==> src/logic/accel_csr_consts.vh <==
// Purpose: Constants for the acceleration control and status registers
// Assumes: AHB-Lite word bus, byte address = 4 * register index
// Notes:   Register indices, write masks and field positions
`ifndef ACCEL_CSR_CONSTS_VH
`define ACCEL_CSR_CONSTS_VH

// ----------------------------------------
// Register indices
// ----------------------------------------
`define IDX_FILTER_CTRL   8'h21
`define IDX_PIN1_ROUTE    8'h22
`define IDX_FORMAT_CTRL   8'h23
`define IDX_REBOOT_CTRL   8'h24
`define IDX_SECOND_PAD_ROUTE    8'h25
`define IDX_REFERENCE     8'h26
`define IDX_AXIS_STATUS   8'h27
`define IDX_X_LOW         8'h28
`define IDX_X_HIGH        8'h29

// ----------------------------------------
// Reset values and masks
// ----------------------------------------
`define CSR_RESET         8'h00
`define FORMAT_MASK       8'hF9
`define REBOOT_MASK       8'hCF
`define SECOND_PAD_MASK         8'hFA

// ----------------------------------------
// Field positions
// ----------------------------------------
`define FMODE_HI          7
`define FMODE_LO          6
`define FCUT_HI           5
`define FCUT_LO           4
`define FOUT_BIT          3
`define FTAP_BIT          2
`define FEV2_BIT          1
`define FEV1_BIT          0
`define BLOCK_BIT         7
`define ORDER_BIT         6
`define RANGE_HI          5
`define RANGE_LO          4
`define HRES_BIT          3
`define WIRE_BIT          0
`define BOOT_BIT          7
`define QUEUE_BIT         6
`define LATCH1_BIT        3
`define FOURD1_BIT        2
`define LATCH2_BIT        1
`define FOURD2_BIT        0
`define POL_BIT           1
`define PIN1_TAP_BIT      7
`define PIN1_EV1_BIT      6
`define PIN1_EV2_BIT      5
`define PIN1_RDY1_BIT     4
`define PIN1_RDY2_BIT     3
`define PIN1_WMARK_BIT    2
`define PIN1_QOVR_BIT     1
`define SECOND_PAD_EN_HI        7
`define SECOND_PAD_EN_LO        3

// ----------------------------------------
// Mode codes and bus
// ----------------------------------------
`define MODE_RESET_READ   2'h0
`define MODE_AUTO_RESET   2'h3
`define RATE_OFF          4'h0
`define HTRANS_NONSEQ     2'h2
`define RDATA_ZERO        32'h00000000

`endif

==> src/logic/axis_flag_pair.v <==
// Purpose: Ready and overrun flag pair for one axis or full set
// Assumes: Strobes are single-cycle, same clock
// Notes:   Set beats clear for ready in the same cycle; clear beats set for overrun
`default_nettype none
module axis_flag_pair (
	input  wire clk,
	input  wire rstn,
	input  wire sample,
	input  wire clear,
	output reg  ready,
	output reg  overrun
);
	// ----------------------------------------
	// Flags
	// ----------------------------------------
	always @(posedge clk) begin
		if (!rstn) begin
			ready <= 1'b0;
			overrun <= 1'b0;
		end else begin
			ready <= sample | (ready & ~clear);
			// Read in the same cycle counts as consumed
			overrun <= (sample & ready & ~clear) |
				(overrun & ~clear);
		end
	end
endmodule // axis_flag_pair
`default_nettype wire

==> src/logic/ahb_reg_port.v <==
// Purpose: AHB-Lite slave front end producing register strobes
// Assumes: Single word transfers, one slave
// Notes:   One wait state when a read follows a write
`default_nettype none
`include "accel_csr_consts.vh"
module ahb_reg_port (
	input  wire        clk,
	input  wire        rstn,
	input  wire        hsel,
	input  wire [31:0] haddr,
	input  wire [1:0]  htrans,
	input  wire        hwrite,
	input  wire        hready,
	input  wire [31:0] hwdata,
	output wire        hreadyout,
	output wire        rd_en,
	output wire [7:0]  rd_idx,
	output wire        wr_en,
	output reg  [7:0]  wr_idx,
	output wire [7:0]  wr_data
);
	reg        wr_pend;
	wire       req;
	wire       stall;

	// ----------------------------------------
	// Address phase
	// ----------------------------------------
	assign req = hsel & htrans[1] & hready;
	// Stall keeps a read from seeing a register mid-write
	assign stall = wr_pend & hsel & htrans[1] & ~hwrite;
	assign hreadyout = ~stall;
	assign rd_en = req & ~hwrite & ~stall;
	assign rd_idx = haddr[9:2];
	assign wr_en = wr_pend;
	assign wr_data = hwdata[7:0];

	// ----------------------------------------
	// Data phase capture
	// ----------------------------------------
	always @(posedge clk) begin
		if (!rstn) begin
			wr_pend <= 1'b0;
			wr_idx <= 8'h00;
		end else begin
			wr_pend <= req & hwrite & ~stall;
			if (req & hwrite)
				wr_idx <= haddr[9:2];
		end
	end
endmodule // ahb_reg_port
`default_nettype wire

==> src/logic/accel_control_status_regs.v <==
// Purpose: Control/status register set of a three-axis accel channel
// Assumes: Sensor core signals share CLK; registers on AHB-Lite
// Notes:   Unmapped reads return zero, writes ignored, always OKAY
//
// The implementer's own choice: the AHB-Lite slave port.
`default_nettype none
`include "accel_csr_consts.vh"
module accel_control_status_regs (
	input  wire        CLK,
	input  wire        RSTN,
	input  wire        HSEL,
	input  wire [31:0] HADDR,
	input  wire [1:0]  HTRANS,
	input  wire        HWRITE,
	input  wire [2:0]  HSIZE,
	input  wire        HREADY,
	input  wire [31:0] HWDATA,
	output reg  [31:0] HRDATA,
	output wire        HREADYOUT,
	output wire        HRESP,
	input  wire [3:0]  RATE_SEL,
	input  wire [15:0] X_RAW,
	input  wire [15:0] X_FILT,
	input  wire        SAMPLE_X,
	input  wire        SAMPLE_Y,
	input  wire        SAMPLE_Z,
	input  wire        SET_DONE,
	input  wire        Y_READ,
	input  wire        Z_READ,
	input  wire        TAP_EVT,
	input  wire        EVENT1_EVT,
	input  wire        EVENT2_EVT,
	input  wire        READY1_EVT,
	input  wire        READY2_EVT,
	input  wire        WATERMARK_EVT,
	input  wire        QUEUE_OVR_EVT,
	input  wire        ACTIVE_EVT,
	input  wire        SIX_DIR1,
	input  wire        SIX_DIR2,
	input  wire        RELOAD_DONE,
	output reg         FIRST_IRQ_PIN,
	output reg         SECOND_PAD,
	output wire [1:0]  FILTER_MODE,
	output wire [1:0]  FILTER_CUTOFF,
	output reg         FILTER_RESET,
	output wire        TAP_FILTER_EN,
	output wire        EVENT1_FILTER_EN,
	output wire        EVENT2_FILTER_EN,
	output reg  [15:0] QUEUE_X,
	output wire [7:0]  REFERENCE,
	output wire [1:0]  RANGE_SEL,
	output wire        HIGH_RESOLUTION,
	output wire        WIRE3_MODE,
	output wire        QUEUE_EN,
	output wire        RELOAD_REQ,
	output wire        LATCH_EVENT1,
	output wire        LATCH_EVENT2,
	output wire        FOUR_DIR1,
	output wire        FOUR_DIR2,
	output wire        POWER_DOWN
);
	// ----------------------------------------
	// Declarations
	// ----------------------------------------
	wire        rd_en;
	wire [7:0]  rd_idx;
	wire        wr_en;
	wire [7:0]  wr_idx;
	wire [7:0]  wr_data;
	reg  [7:0]  filter_ctrl;
	reg  [7:0]  pin1_route;
	reg  [7:0]  format_ctrl;
	reg  [7:0]  reboot_ctrl;
	reg  [7:0]  second_pad_route;
	reg  [7:0]  reference_value;
	reg  [15:0] x_word;
	reg         pair_pend;
	reg         pend_low;
	reg  [7:0]  rd_mux;
	wire        rd_low;
	wire        rd_high;
	wire        x_done;
	wire        hold_x;
	wire [3:0]  flag_sample;
	wire [3:0]  flag_clear;
	wire [3:0]  flag_ready;
	wire [3:0]  flag_ovr;
	wire [7:0]  axis_status;
	wire [6:0]  pin1_events;
	wire [4:0]  second_pad_events;
	wire        irq_polarity;
	wire        block_update;
	wire        byte_order_sel;
	wire [1:0]  filter_mode_sel;
	wire        filter_reset_on_read;
	wire        auto_reset;
	wire        tap_to_pin1;
	wire        event1_to_pin1;
	wire        event2_to_pin1;
	wire        ready1_to_pin1;
	wire        ready2_to_pin1;
	wire        watermark_to_pin1;
	wire        queue_overrun_to_pin1;
	wire        pin1_active;
	wire        second_pad_active;
	wire        x_ready;
	wire        y_ready;
	wire        z_ready;
	wire        all_axes_ready;
	wire        x_overrun;
	wire        y_overrun;
	wire        z_overrun;
	wire        all_axes_overrun;

	// ----------------------------------------
	// Bus front end
	// ----------------------------------------
	ahb_reg_port u_port (
		.clk       (CLK),
		.rstn      (RSTN),
		.hsel      (HSEL),
		.haddr     (HADDR),
		.htrans    (HTRANS),
		.hwrite    (HWRITE),
		.hready    (HREADY),
		.hwdata    (HWDATA),
		.hreadyout (HREADYOUT),
		.rd_en     (rd_en),
		.rd_idx    (rd_idx),
		.wr_en     (wr_en),
		.wr_idx    (wr_idx),
		.wr_data   (wr_data)
	);
	assign HRESP = 1'b0;

	// ----------------------------------------
	// Field decode
	// ----------------------------------------
	assign filter_mode_sel = filter_ctrl[`FMODE_HI:`FMODE_LO];
	assign FILTER_MODE = filter_mode_sel;
	// Corner relative to rate is resolved inside the filter core
	assign FILTER_CUTOFF = filter_ctrl[`FCUT_HI:`FCUT_LO];
	assign TAP_FILTER_EN = filter_ctrl[`FTAP_BIT];
	assign EVENT1_FILTER_EN = filter_ctrl[`FEV1_BIT];
	assign EVENT2_FILTER_EN = filter_ctrl[`FEV2_BIT];
	assign block_update = format_ctrl[`BLOCK_BIT];
	assign byte_order_sel = format_ctrl[`ORDER_BIT];
	assign RANGE_SEL = format_ctrl[`RANGE_HI:`RANGE_LO];
	assign HIGH_RESOLUTION = format_ctrl[`HRES_BIT];
	assign WIRE3_MODE = format_ctrl[`WIRE_BIT];
	assign RELOAD_REQ = reboot_ctrl[`BOOT_BIT];
	assign QUEUE_EN = reboot_ctrl[`QUEUE_BIT];
	assign LATCH_EVENT1 = reboot_ctrl[`LATCH1_BIT];
	assign LATCH_EVENT2 = reboot_ctrl[`LATCH2_BIT];
	// Four-direction is meaningless without six-direction
	assign FOUR_DIR1 = reboot_ctrl[`FOURD1_BIT] & SIX_DIR1;
	assign FOUR_DIR2 = reboot_ctrl[`FOURD2_BIT] & SIX_DIR2;
	assign irq_polarity = second_pad_route[`POL_BIT];
	assign REFERENCE = reference_value;
	assign POWER_DOWN = (RATE_SEL == `RATE_OFF);

	// ----------------------------------------
	// Register writes
	// ----------------------------------------
	always @(posedge CLK) begin
		if (!RSTN) begin
			filter_ctrl <= `CSR_RESET;
			pin1_route <= `CSR_RESET;
			format_ctrl <= `CSR_RESET;
			reboot_ctrl <= `CSR_RESET;
			second_pad_route <= `CSR_RESET;
			reference_value <= `CSR_RESET;
		end else begin
			if (wr_en && wr_idx == `IDX_FILTER_CTRL)
				filter_ctrl <= wr_data;
			if (wr_en && wr_idx == `IDX_PIN1_ROUTE)
				pin1_route <= wr_data;
			// Unused positions stored as zero whatever host sends
			if (wr_en && wr_idx == `IDX_FORMAT_CTRL)
				format_ctrl <= wr_data & `FORMAT_MASK;
			if (wr_en && wr_idx == `IDX_REBOOT_CTRL)
				reboot_ctrl <= wr_data & `REBOOT_MASK;
			else if (RELOAD_DONE)
				reboot_ctrl[`BOOT_BIT] <= 1'b0;
			if (wr_en && wr_idx == `IDX_SECOND_PAD_ROUTE)
				second_pad_route <= wr_data & `SECOND_PAD_MASK;
			if (wr_en && wr_idx == `IDX_REFERENCE)
				reference_value <= wr_data;
		end
	end

	// ----------------------------------------
	// Output word pairing
	// ----------------------------------------
	assign rd_low = rd_en && rd_idx == `IDX_X_LOW;
	assign rd_high = rd_en && rd_idx == `IDX_X_HIGH;
	assign x_done = pair_pend &
		((rd_low & ~pend_low) | (rd_high & pend_low));
	// Hold only between the two byte reads of one word
	assign hold_x = block_update & pair_pend & ~x_done;

	always @(posedge CLK) begin
		if (!RSTN) begin
			pair_pend <= 1'b0;
			pend_low <= 1'b0;
		end else if (x_done) begin
			pair_pend <= 1'b0;
		end else if (!pair_pend && (rd_low || rd_high)) begin
			pair_pend <= 1'b1;
			pend_low <= rd_low;
		end
	end

	always @(posedge CLK) begin
		if (!RSTN) begin
			x_word <= 16'h0000;
			QUEUE_X <= 16'h0000;
		end else if (SAMPLE_X && !POWER_DOWN) begin
			if (!hold_x) begin
				if (filter_ctrl[`FOUT_BIT])
					x_word <= X_FILT;
				else
					x_word <= X_RAW;
			end
			if (filter_ctrl[`FOUT_BIT])
				QUEUE_X <= X_FILT;
			else
				QUEUE_X <= X_RAW;
		end
	end

	// ----------------------------------------
	// Status flags
	// ----------------------------------------
	assign flag_sample = {SET_DONE, SAMPLE_Z, SAMPLE_Y, SAMPLE_X} &
		{4{~POWER_DOWN}};
	assign flag_clear = {x_done | Y_READ | Z_READ, Z_READ, Y_READ,
		x_done};

	genvar g;
	generate
		for (g = 0; g < 4; g = g + 1) begin : g_flag
			axis_flag_pair u_flag (
				.clk     (CLK),
				.rstn    (RSTN),
				.sample  (flag_sample[g]),
				.clear   (flag_clear[g]),
				.ready   (flag_ready[g]),
				.overrun (flag_ovr[g])
			);
		end
	endgenerate

	assign x_ready = flag_ready[0];
	assign y_ready = flag_ready[1];
	assign z_ready = flag_ready[2];
	assign all_axes_ready = flag_ready[3];
	assign x_overrun = flag_ovr[0];
	assign y_overrun = flag_ovr[1];
	assign z_overrun = flag_ovr[2];
	assign all_axes_overrun = flag_ovr[3];
	assign axis_status = {all_axes_overrun, z_overrun, y_overrun,
		x_overrun, all_axes_ready, z_ready, y_ready,
		x_ready};

	// ----------------------------------------
	// Read mux
	// ----------------------------------------
	always @* begin
		case (rd_idx)
		`IDX_FILTER_CTRL: rd_mux = filter_ctrl;
		`IDX_PIN1_ROUTE: rd_mux = pin1_route;
		`IDX_FORMAT_CTRL: rd_mux = format_ctrl;
		`IDX_REBOOT_CTRL: rd_mux = reboot_ctrl;
		`IDX_SECOND_PAD_ROUTE: rd_mux = second_pad_route;
		`IDX_REFERENCE: rd_mux = reference_value;
		`IDX_AXIS_STATUS: rd_mux = axis_status;
		`IDX_X_LOW: begin
			if (byte_order_sel)
				rd_mux = x_word[15:8];
			else
				rd_mux = x_word[7:0];
		end
		`IDX_X_HIGH: begin
			if (byte_order_sel)
				rd_mux = x_word[7:0];
			else
				rd_mux = x_word[15:8];
		end
		default: rd_mux = 8'h00;
		endcase
	end

	always @(posedge CLK) begin
		if (!RSTN)
			HRDATA <= `RDATA_ZERO;
		else if (rd_en)
			HRDATA <= {24'h000000, rd_mux};
	end

	// ----------------------------------------
	// Filter reset requests
	// ----------------------------------------
	assign filter_reset_on_read = (filter_mode_sel == `MODE_RESET_READ) &
		rd_en & (rd_idx == `IDX_REFERENCE);
	assign auto_reset = (filter_mode_sel == `MODE_AUTO_RESET) &
		(EVENT1_EVT | EVENT2_EVT);

	always @(posedge CLK) begin
		if (!RSTN)
			FILTER_RESET <= 1'b0;
		else
			FILTER_RESET <= filter_reset_on_read | auto_reset;
	end

	// ----------------------------------------
	// Interrupt pins
	// ----------------------------------------
	// Event generators clear their own lines on source reads
	assign pin1_events = {TAP_EVT, EVENT1_EVT, EVENT2_EVT, READY1_EVT,
		READY2_EVT, WATERMARK_EVT, QUEUE_OVR_EVT};
	assign second_pad_events = {TAP_EVT, EVENT1_EVT, EVENT2_EVT,
		reboot_ctrl[`BOOT_BIT], ACTIVE_EVT};
	assign tap_to_pin1 = pin1_route[`PIN1_TAP_BIT];
	assign event1_to_pin1 = pin1_route[`PIN1_EV1_BIT];
	assign event2_to_pin1 = pin1_route[`PIN1_EV2_BIT];
	assign ready1_to_pin1 = pin1_route[`PIN1_RDY1_BIT];
	assign ready2_to_pin1 = pin1_route[`PIN1_RDY2_BIT];
	assign watermark_to_pin1 = pin1_route[`PIN1_WMARK_BIT];
	assign queue_overrun_to_pin1 = pin1_route[`PIN1_QOVR_BIT];
	assign pin1_active = |(pin1_events & {tap_to_pin1, event1_to_pin1,
		event2_to_pin1, ready1_to_pin1, ready2_to_pin1, watermark_to_pin1,
		queue_overrun_to_pin1});
	assign second_pad_active = |(second_pad_events &
		second_pad_route[`SECOND_PAD_EN_HI:`SECOND_PAD_EN_LO]);

	always @(posedge CLK) begin
		if (!RSTN) begin
			FIRST_IRQ_PIN <= 1'b0;
			SECOND_PAD <= 1'b0;
		end else begin
			FIRST_IRQ_PIN <= pin1_active ^ irq_polarity;
			SECOND_PAD <= second_pad_active ^ irq_polarity;
		end
	end
endmodule // accel_control_status_regs
`default_nettype wire

==> config.mk <==
export PLATFORM = sky130hd
export DESIGN_NAME = accel_control_status_regs
export DESIGN_NICKNAME = d
export VERILOG_FILES = /design/src/logic/axis_flag_pair.v /design/src/logic/ahb_reg_port.v /design/src/logic/accel_control_status_regs.v
export VERILOG_INCLUDE_DIRS = /design/src /design/src/logic
export SDC_FILE = /design/constraint.sdc
export NUM_CORES = 1
export LEC_CHECK = 0
export BUFFER_PORTS_ARGS = -buffer_cell sky130_fd_sc_hd__buf_2
export CAP_MARGIN = 20
export CORE_AREA = 2 2 114 138
export CTS_BUF_LIST = sky130_fd_sc_hd__clkbuf_2 sky130_fd_sc_hd__clkbuf_4 sky130_fd_sc_hd__clkbuf_8
export DETAILED_ROUTE_END_ITERATION = 16
export DIE_AREA = 0 0 116 140
export GPL_ROUTABILITY_DRIVEN = 0
export MAX_ROUTING_LAYER = met4
export SETUP_SLACK_MARGIN = 0.15
export SYNTH_ARGS = -nofsm -noshare
export SYNTH_HDL_FRONTEND = slang
export SYNTH_SLANG_ARGS = --single-unit
==> constraint.sdc <==
create_clock -name CLK -period 2.15 [get_ports CLK]
set_clock_uncertainty 0.2 [all_clocks]
set_input_delay 0.215 -clock CLK [delete_from_list [all_inputs] [get_ports CLK]]
set_output_delay 0.215 -clock CLK [all_outputs]
set_load 0.1 [all_outputs]
==> summary.txt <==
Yosys
  • Post-synth EDFFs: 0
  • Synth unique cells: 57
  • Most frequent cell after synthesis: dfxtp_1
  • Ys Warns: 0
  • Seq cells post-synth: between 100 and 150
  • Average cell area after synthesis: 9.48 sq um
  • Largest cells by area after synthesis: dfxtp_1 40%, mux2i_1 12%, nor2b_1 6.0%
  • Yosys top cell area share: 0.404
  • Post-synthesis async set-or-reset flop share: 0
  • Sequential fraction of the synthesis area: 0.404
  • Commonest cells post-synth: 104 x dfxtp_1, 60 x mux2i_1, 49 x nor2b_1
  • Most used DFF post-synth: dfxtp_1
  • Mapped Area: 5150 sq um
  • Cell accounting for the most synthesized area: dfxtp_1
  • Mapped Cells: 543

Detailed routing
  • Total wire length: between 10000 and 15000 um
  • Drc violations: 0
  • Routed Antenna Nets: 0
  • Wire per inst: 16.1 um
  • Via count: between 4000 and 5000
  • Vias/cell: 4.84
  • Initial DRC count: 252
  • First-pass DRT Iterations: 5

Floorplanning
  • Row count: 49
  • Core ar.: 14800 sq um
  • Initial Util: 0.347
  • Die ar.: 16200 sq um
  • I/O Pins: 206
  • DIE WIDTH: 116 um
  • Die H: 140 um

Min path
  • Hold crit path type: in2reg
  • WHS Path Cells: 4
  • Hold Path Origin: X_RAW[13]
  • Hold EP: QUEUE_X[13]$_SDFFE_PN0P_

STA
  • Slew at the pin closest to its max-slew limit: 0.872 ns
  • Setup ws final: 0.150 ns
  • Unrepaired setup endpoints after global routing: true
  • Final slew viol count: 0
  • Max frequency: approximately 500 MHz
  • Period minus WS final: 2.00 ns
  • Tcrit/Tclk final: 0.930
  • Slew headroom: 0.418
  • # setup viols final: 0
  • Final TNS setup: 0 ns
  • Fin Hold WS: about 0.0028 ns
  • Final Hold Viols: 0

Worst setup path
  • Crit path DAT: 2.13 ns
  • Worst R2R Setup Slack: 0.15 ns
  • Crit path cell chain: or4b_4 > o311a_4 > nor2_8 > buf_12 > a2bb2oi_2
  • Crit path max fanout: 10
  • Critical path buffers and inverters: 1
  • Cells on worst reg2reg path: 5
  • Crit path kind: reg2reg
  • FF-to-FF End: x_word[3]$_SDFFE_PN0P_
  • Setup crit end kind: register
  • RR Startpoint: u_port.wr_en$_SDFF_PN0_
  • CP max stage cell: or4b_4
  • Req. time, crit path: about 2.3 ns
  • Slowest stage delay, CP: 0.58 ns
  • Worst Setup Start Kind: register
  • Cell family with most CP delay: simple AND/OR/NAND/NOR gates

Global routing
  • First-pass GRT wire length: between 20000 and 25000 um
  • Initial antenna violation count: 0
  • Largest net degree at the start of global routing: 42
  • GR Layer Usage met2: 0.305
  • Vias in the first global route: between 4000 and 5000
  • M1 GR Usage: 0.230
  • GRT Total Usage: 0.184
  • Remaining Overflow, GRT: 0
  • Met3 Resource Use GR: 0.0346
  • Busiest grt layer: met2

Power
  • Flop pwr share: 0.501
  • Leakage dissipation: 2.87 nW
  • Clock share of power: 0.299
  • Power per standard cell area: 617 nW/um^2
  • Combinational fraction of design power: 0.200
  • Worst IR Drop VDD: 0.344 mV
  • Cell internal pwr: approximately 2.7 mW
  • Switching share of power: 0.340
  • Sw power: 1.37 mW

Status
  • Outcome: finished, final reports clean

Place
  • Placed Cells: 869
  • DP Worst Slack: -0.0338 ns
  • HPWL after DPL: 11200 um
  • Placed Area: 6090 sq um
  • Port bufs: 128

Layout
  • Share of cells above drive strength 1: 0.324
  • Layout Cells excl Fill: about 900
  • Nets: 826
  • Final Instance Area: 6540 sq um
  • ANT cells: 0
  • Synth-to-Final Area Change: 26.9%

CTS
  • CTS tree: done
  • CTS HTree Levels: 3
  • Clock tree buffer depth: 2
  • Clock slew at reported path FFs: between 0.1 and 0.15 ns
  • Clock tree sinks: about 100
  • Root buf cell: clkbuf_8
  • Skew-Pair Late Insertion Delay: between 0.3 and 0.4 ns
  • CTS buffer count: 9

Run
  • Max Cap Viol: 0
[repair_timing]
item,in CTS,in global routing
endpoints found under the hold margin,48,0
gates resized for setup,2,7
setup buffers,2,0
endpoints found under the setup margin,38,39
pin swaps,2,2
hold buffers,21,0
[layer usage]
layer	vias to the layer above	wire length, um	part of all wire
li1	2180	-	-
met3	18	692	0.047
met4	0	238	0.016
met5	-	0	0
met1	2040	6530	0.45
met2	159	7120	0.49
[cell type report]
class,count,area [sq um]
Fill cell,1470,8300
Clock buffer,9,124
Timing Repair Buffer,187,1210
Tap cell,204,255
Inverter,3,11.3
Multi-Input combinational cell,394,2790
Clock inverter,7,61.3
Sequential cell,104,2080
[worst reg2reg max path, stage by stage, from the launching register on]
cell	delay, ns
dfxtp_2	0.33
or4b_4	0.58
o311a_4	0.38
nor2_8	0.18
buf_12	0.16
a2bb2oi_2	0.13
[worst max-delay path by stage]
stage          depth (start not counted)  slack (ns)                       to                    start
2_1_floorplan                          6        0.17  x_word[15]$_SDFFE_PN0P_  u_port.wr_en$_SDFF_PN0_
3_3_place_gp                           7        0.02   x_word[2]$_SDFFE_PN0P_                     HSEL
3_5_place_dp                           7       -0.03   x_word[5]$_SDFFE_PN0P_                HTRANS[1]
4_1_cts                                5        0.13   x_word[5]$_SDFFE_PN0P_  u_port.wr_en$_SDFF_PN0_
5_1_grt                                5        0.09   x_word[5]$_SDFFE_PN0P_  u_port.wr_en$_SDFF_PN0_
6_report                               5        0.15   x_word[3]$_SDFFE_PN0P_  u_port.wr_en$_SDFF_PN0_
[kinds of logic (layout without fill, tap and decap cells)]
logic type                Yosys count  in the layout  share of synthesized area
AOI/OAI and AO/OA                 100            100                      0.156
and+or+nand+nor                   187            187                      0.194
buffers and inverters              69            206                     0.0782
other                               1             25                   0.000728
xor gates and xnor gates            4              4                    0.00826
DFF                               104            104                      0.404
muxes                              78             78                      0.158
[through the flow]
stage	utilization	power (mW)
after floorplan	-	2.68
after global placement	0.411	2.82
after detailed placement	0.411	2.84
after CTS	0.439	4.05
after global routing	0.440	4.21
final	0.440	4.03
[layout by cell type (no fill, tap or decap), drive strengths merged, types with 3 or more instances in the layout]
master,count
nor2b,49
buf,166
dlygate4sd3,21
mux2,17
o22ai,3
a31oi,5
o221a,5
conb,25
a22o,7
nand3,7
nand4b,3
o211a,5
nor3,4
o21ai,20
nor3b,4
nand2,46
dfxtp,104
or4,3
mux2i,60
inv,7
a22oi,8
and2,8
a21boi,11
nor2,44
a2bb2oi,11
a21oi,12
nand2b,5
xor2,4
clkbuf,9
[state kept, by name (all words and copies together), names as in the netlist, 4 cells and up]
signal	flops
reboot_ctrl	6
pin1_route	8
REFERENCE	8
QUEUE_X	16
x_word	16
g_flag.u_flag.ready	4
u_port.wr_idx	8
filter_ctrl	8
second_pad_route	6
HRDATA	8
format_ctrl	6
g_flag.u_flag.overrun	4
[power groups by stage]
| stage | Clock [mW] | Combinational (mW) | Sequential [mW] |
|---|---|---|---|
| 5_1_grt | 1.33 | 0.852 | 2.03 |
| 4_1_cts | 1.22 | 0.804 | 2.02 |
| 2_1_floorplan | 0 | 0.459 | 2.22 |
| 3_3_place_gp | 0 | 0.760 | 2.06 |
| 3_5_place_dp | 0 | 0.772 | 2.06 |
| 6_report | 1.21 | 0.805 | 2.02 |
Power figures use the tool's default switching activity.
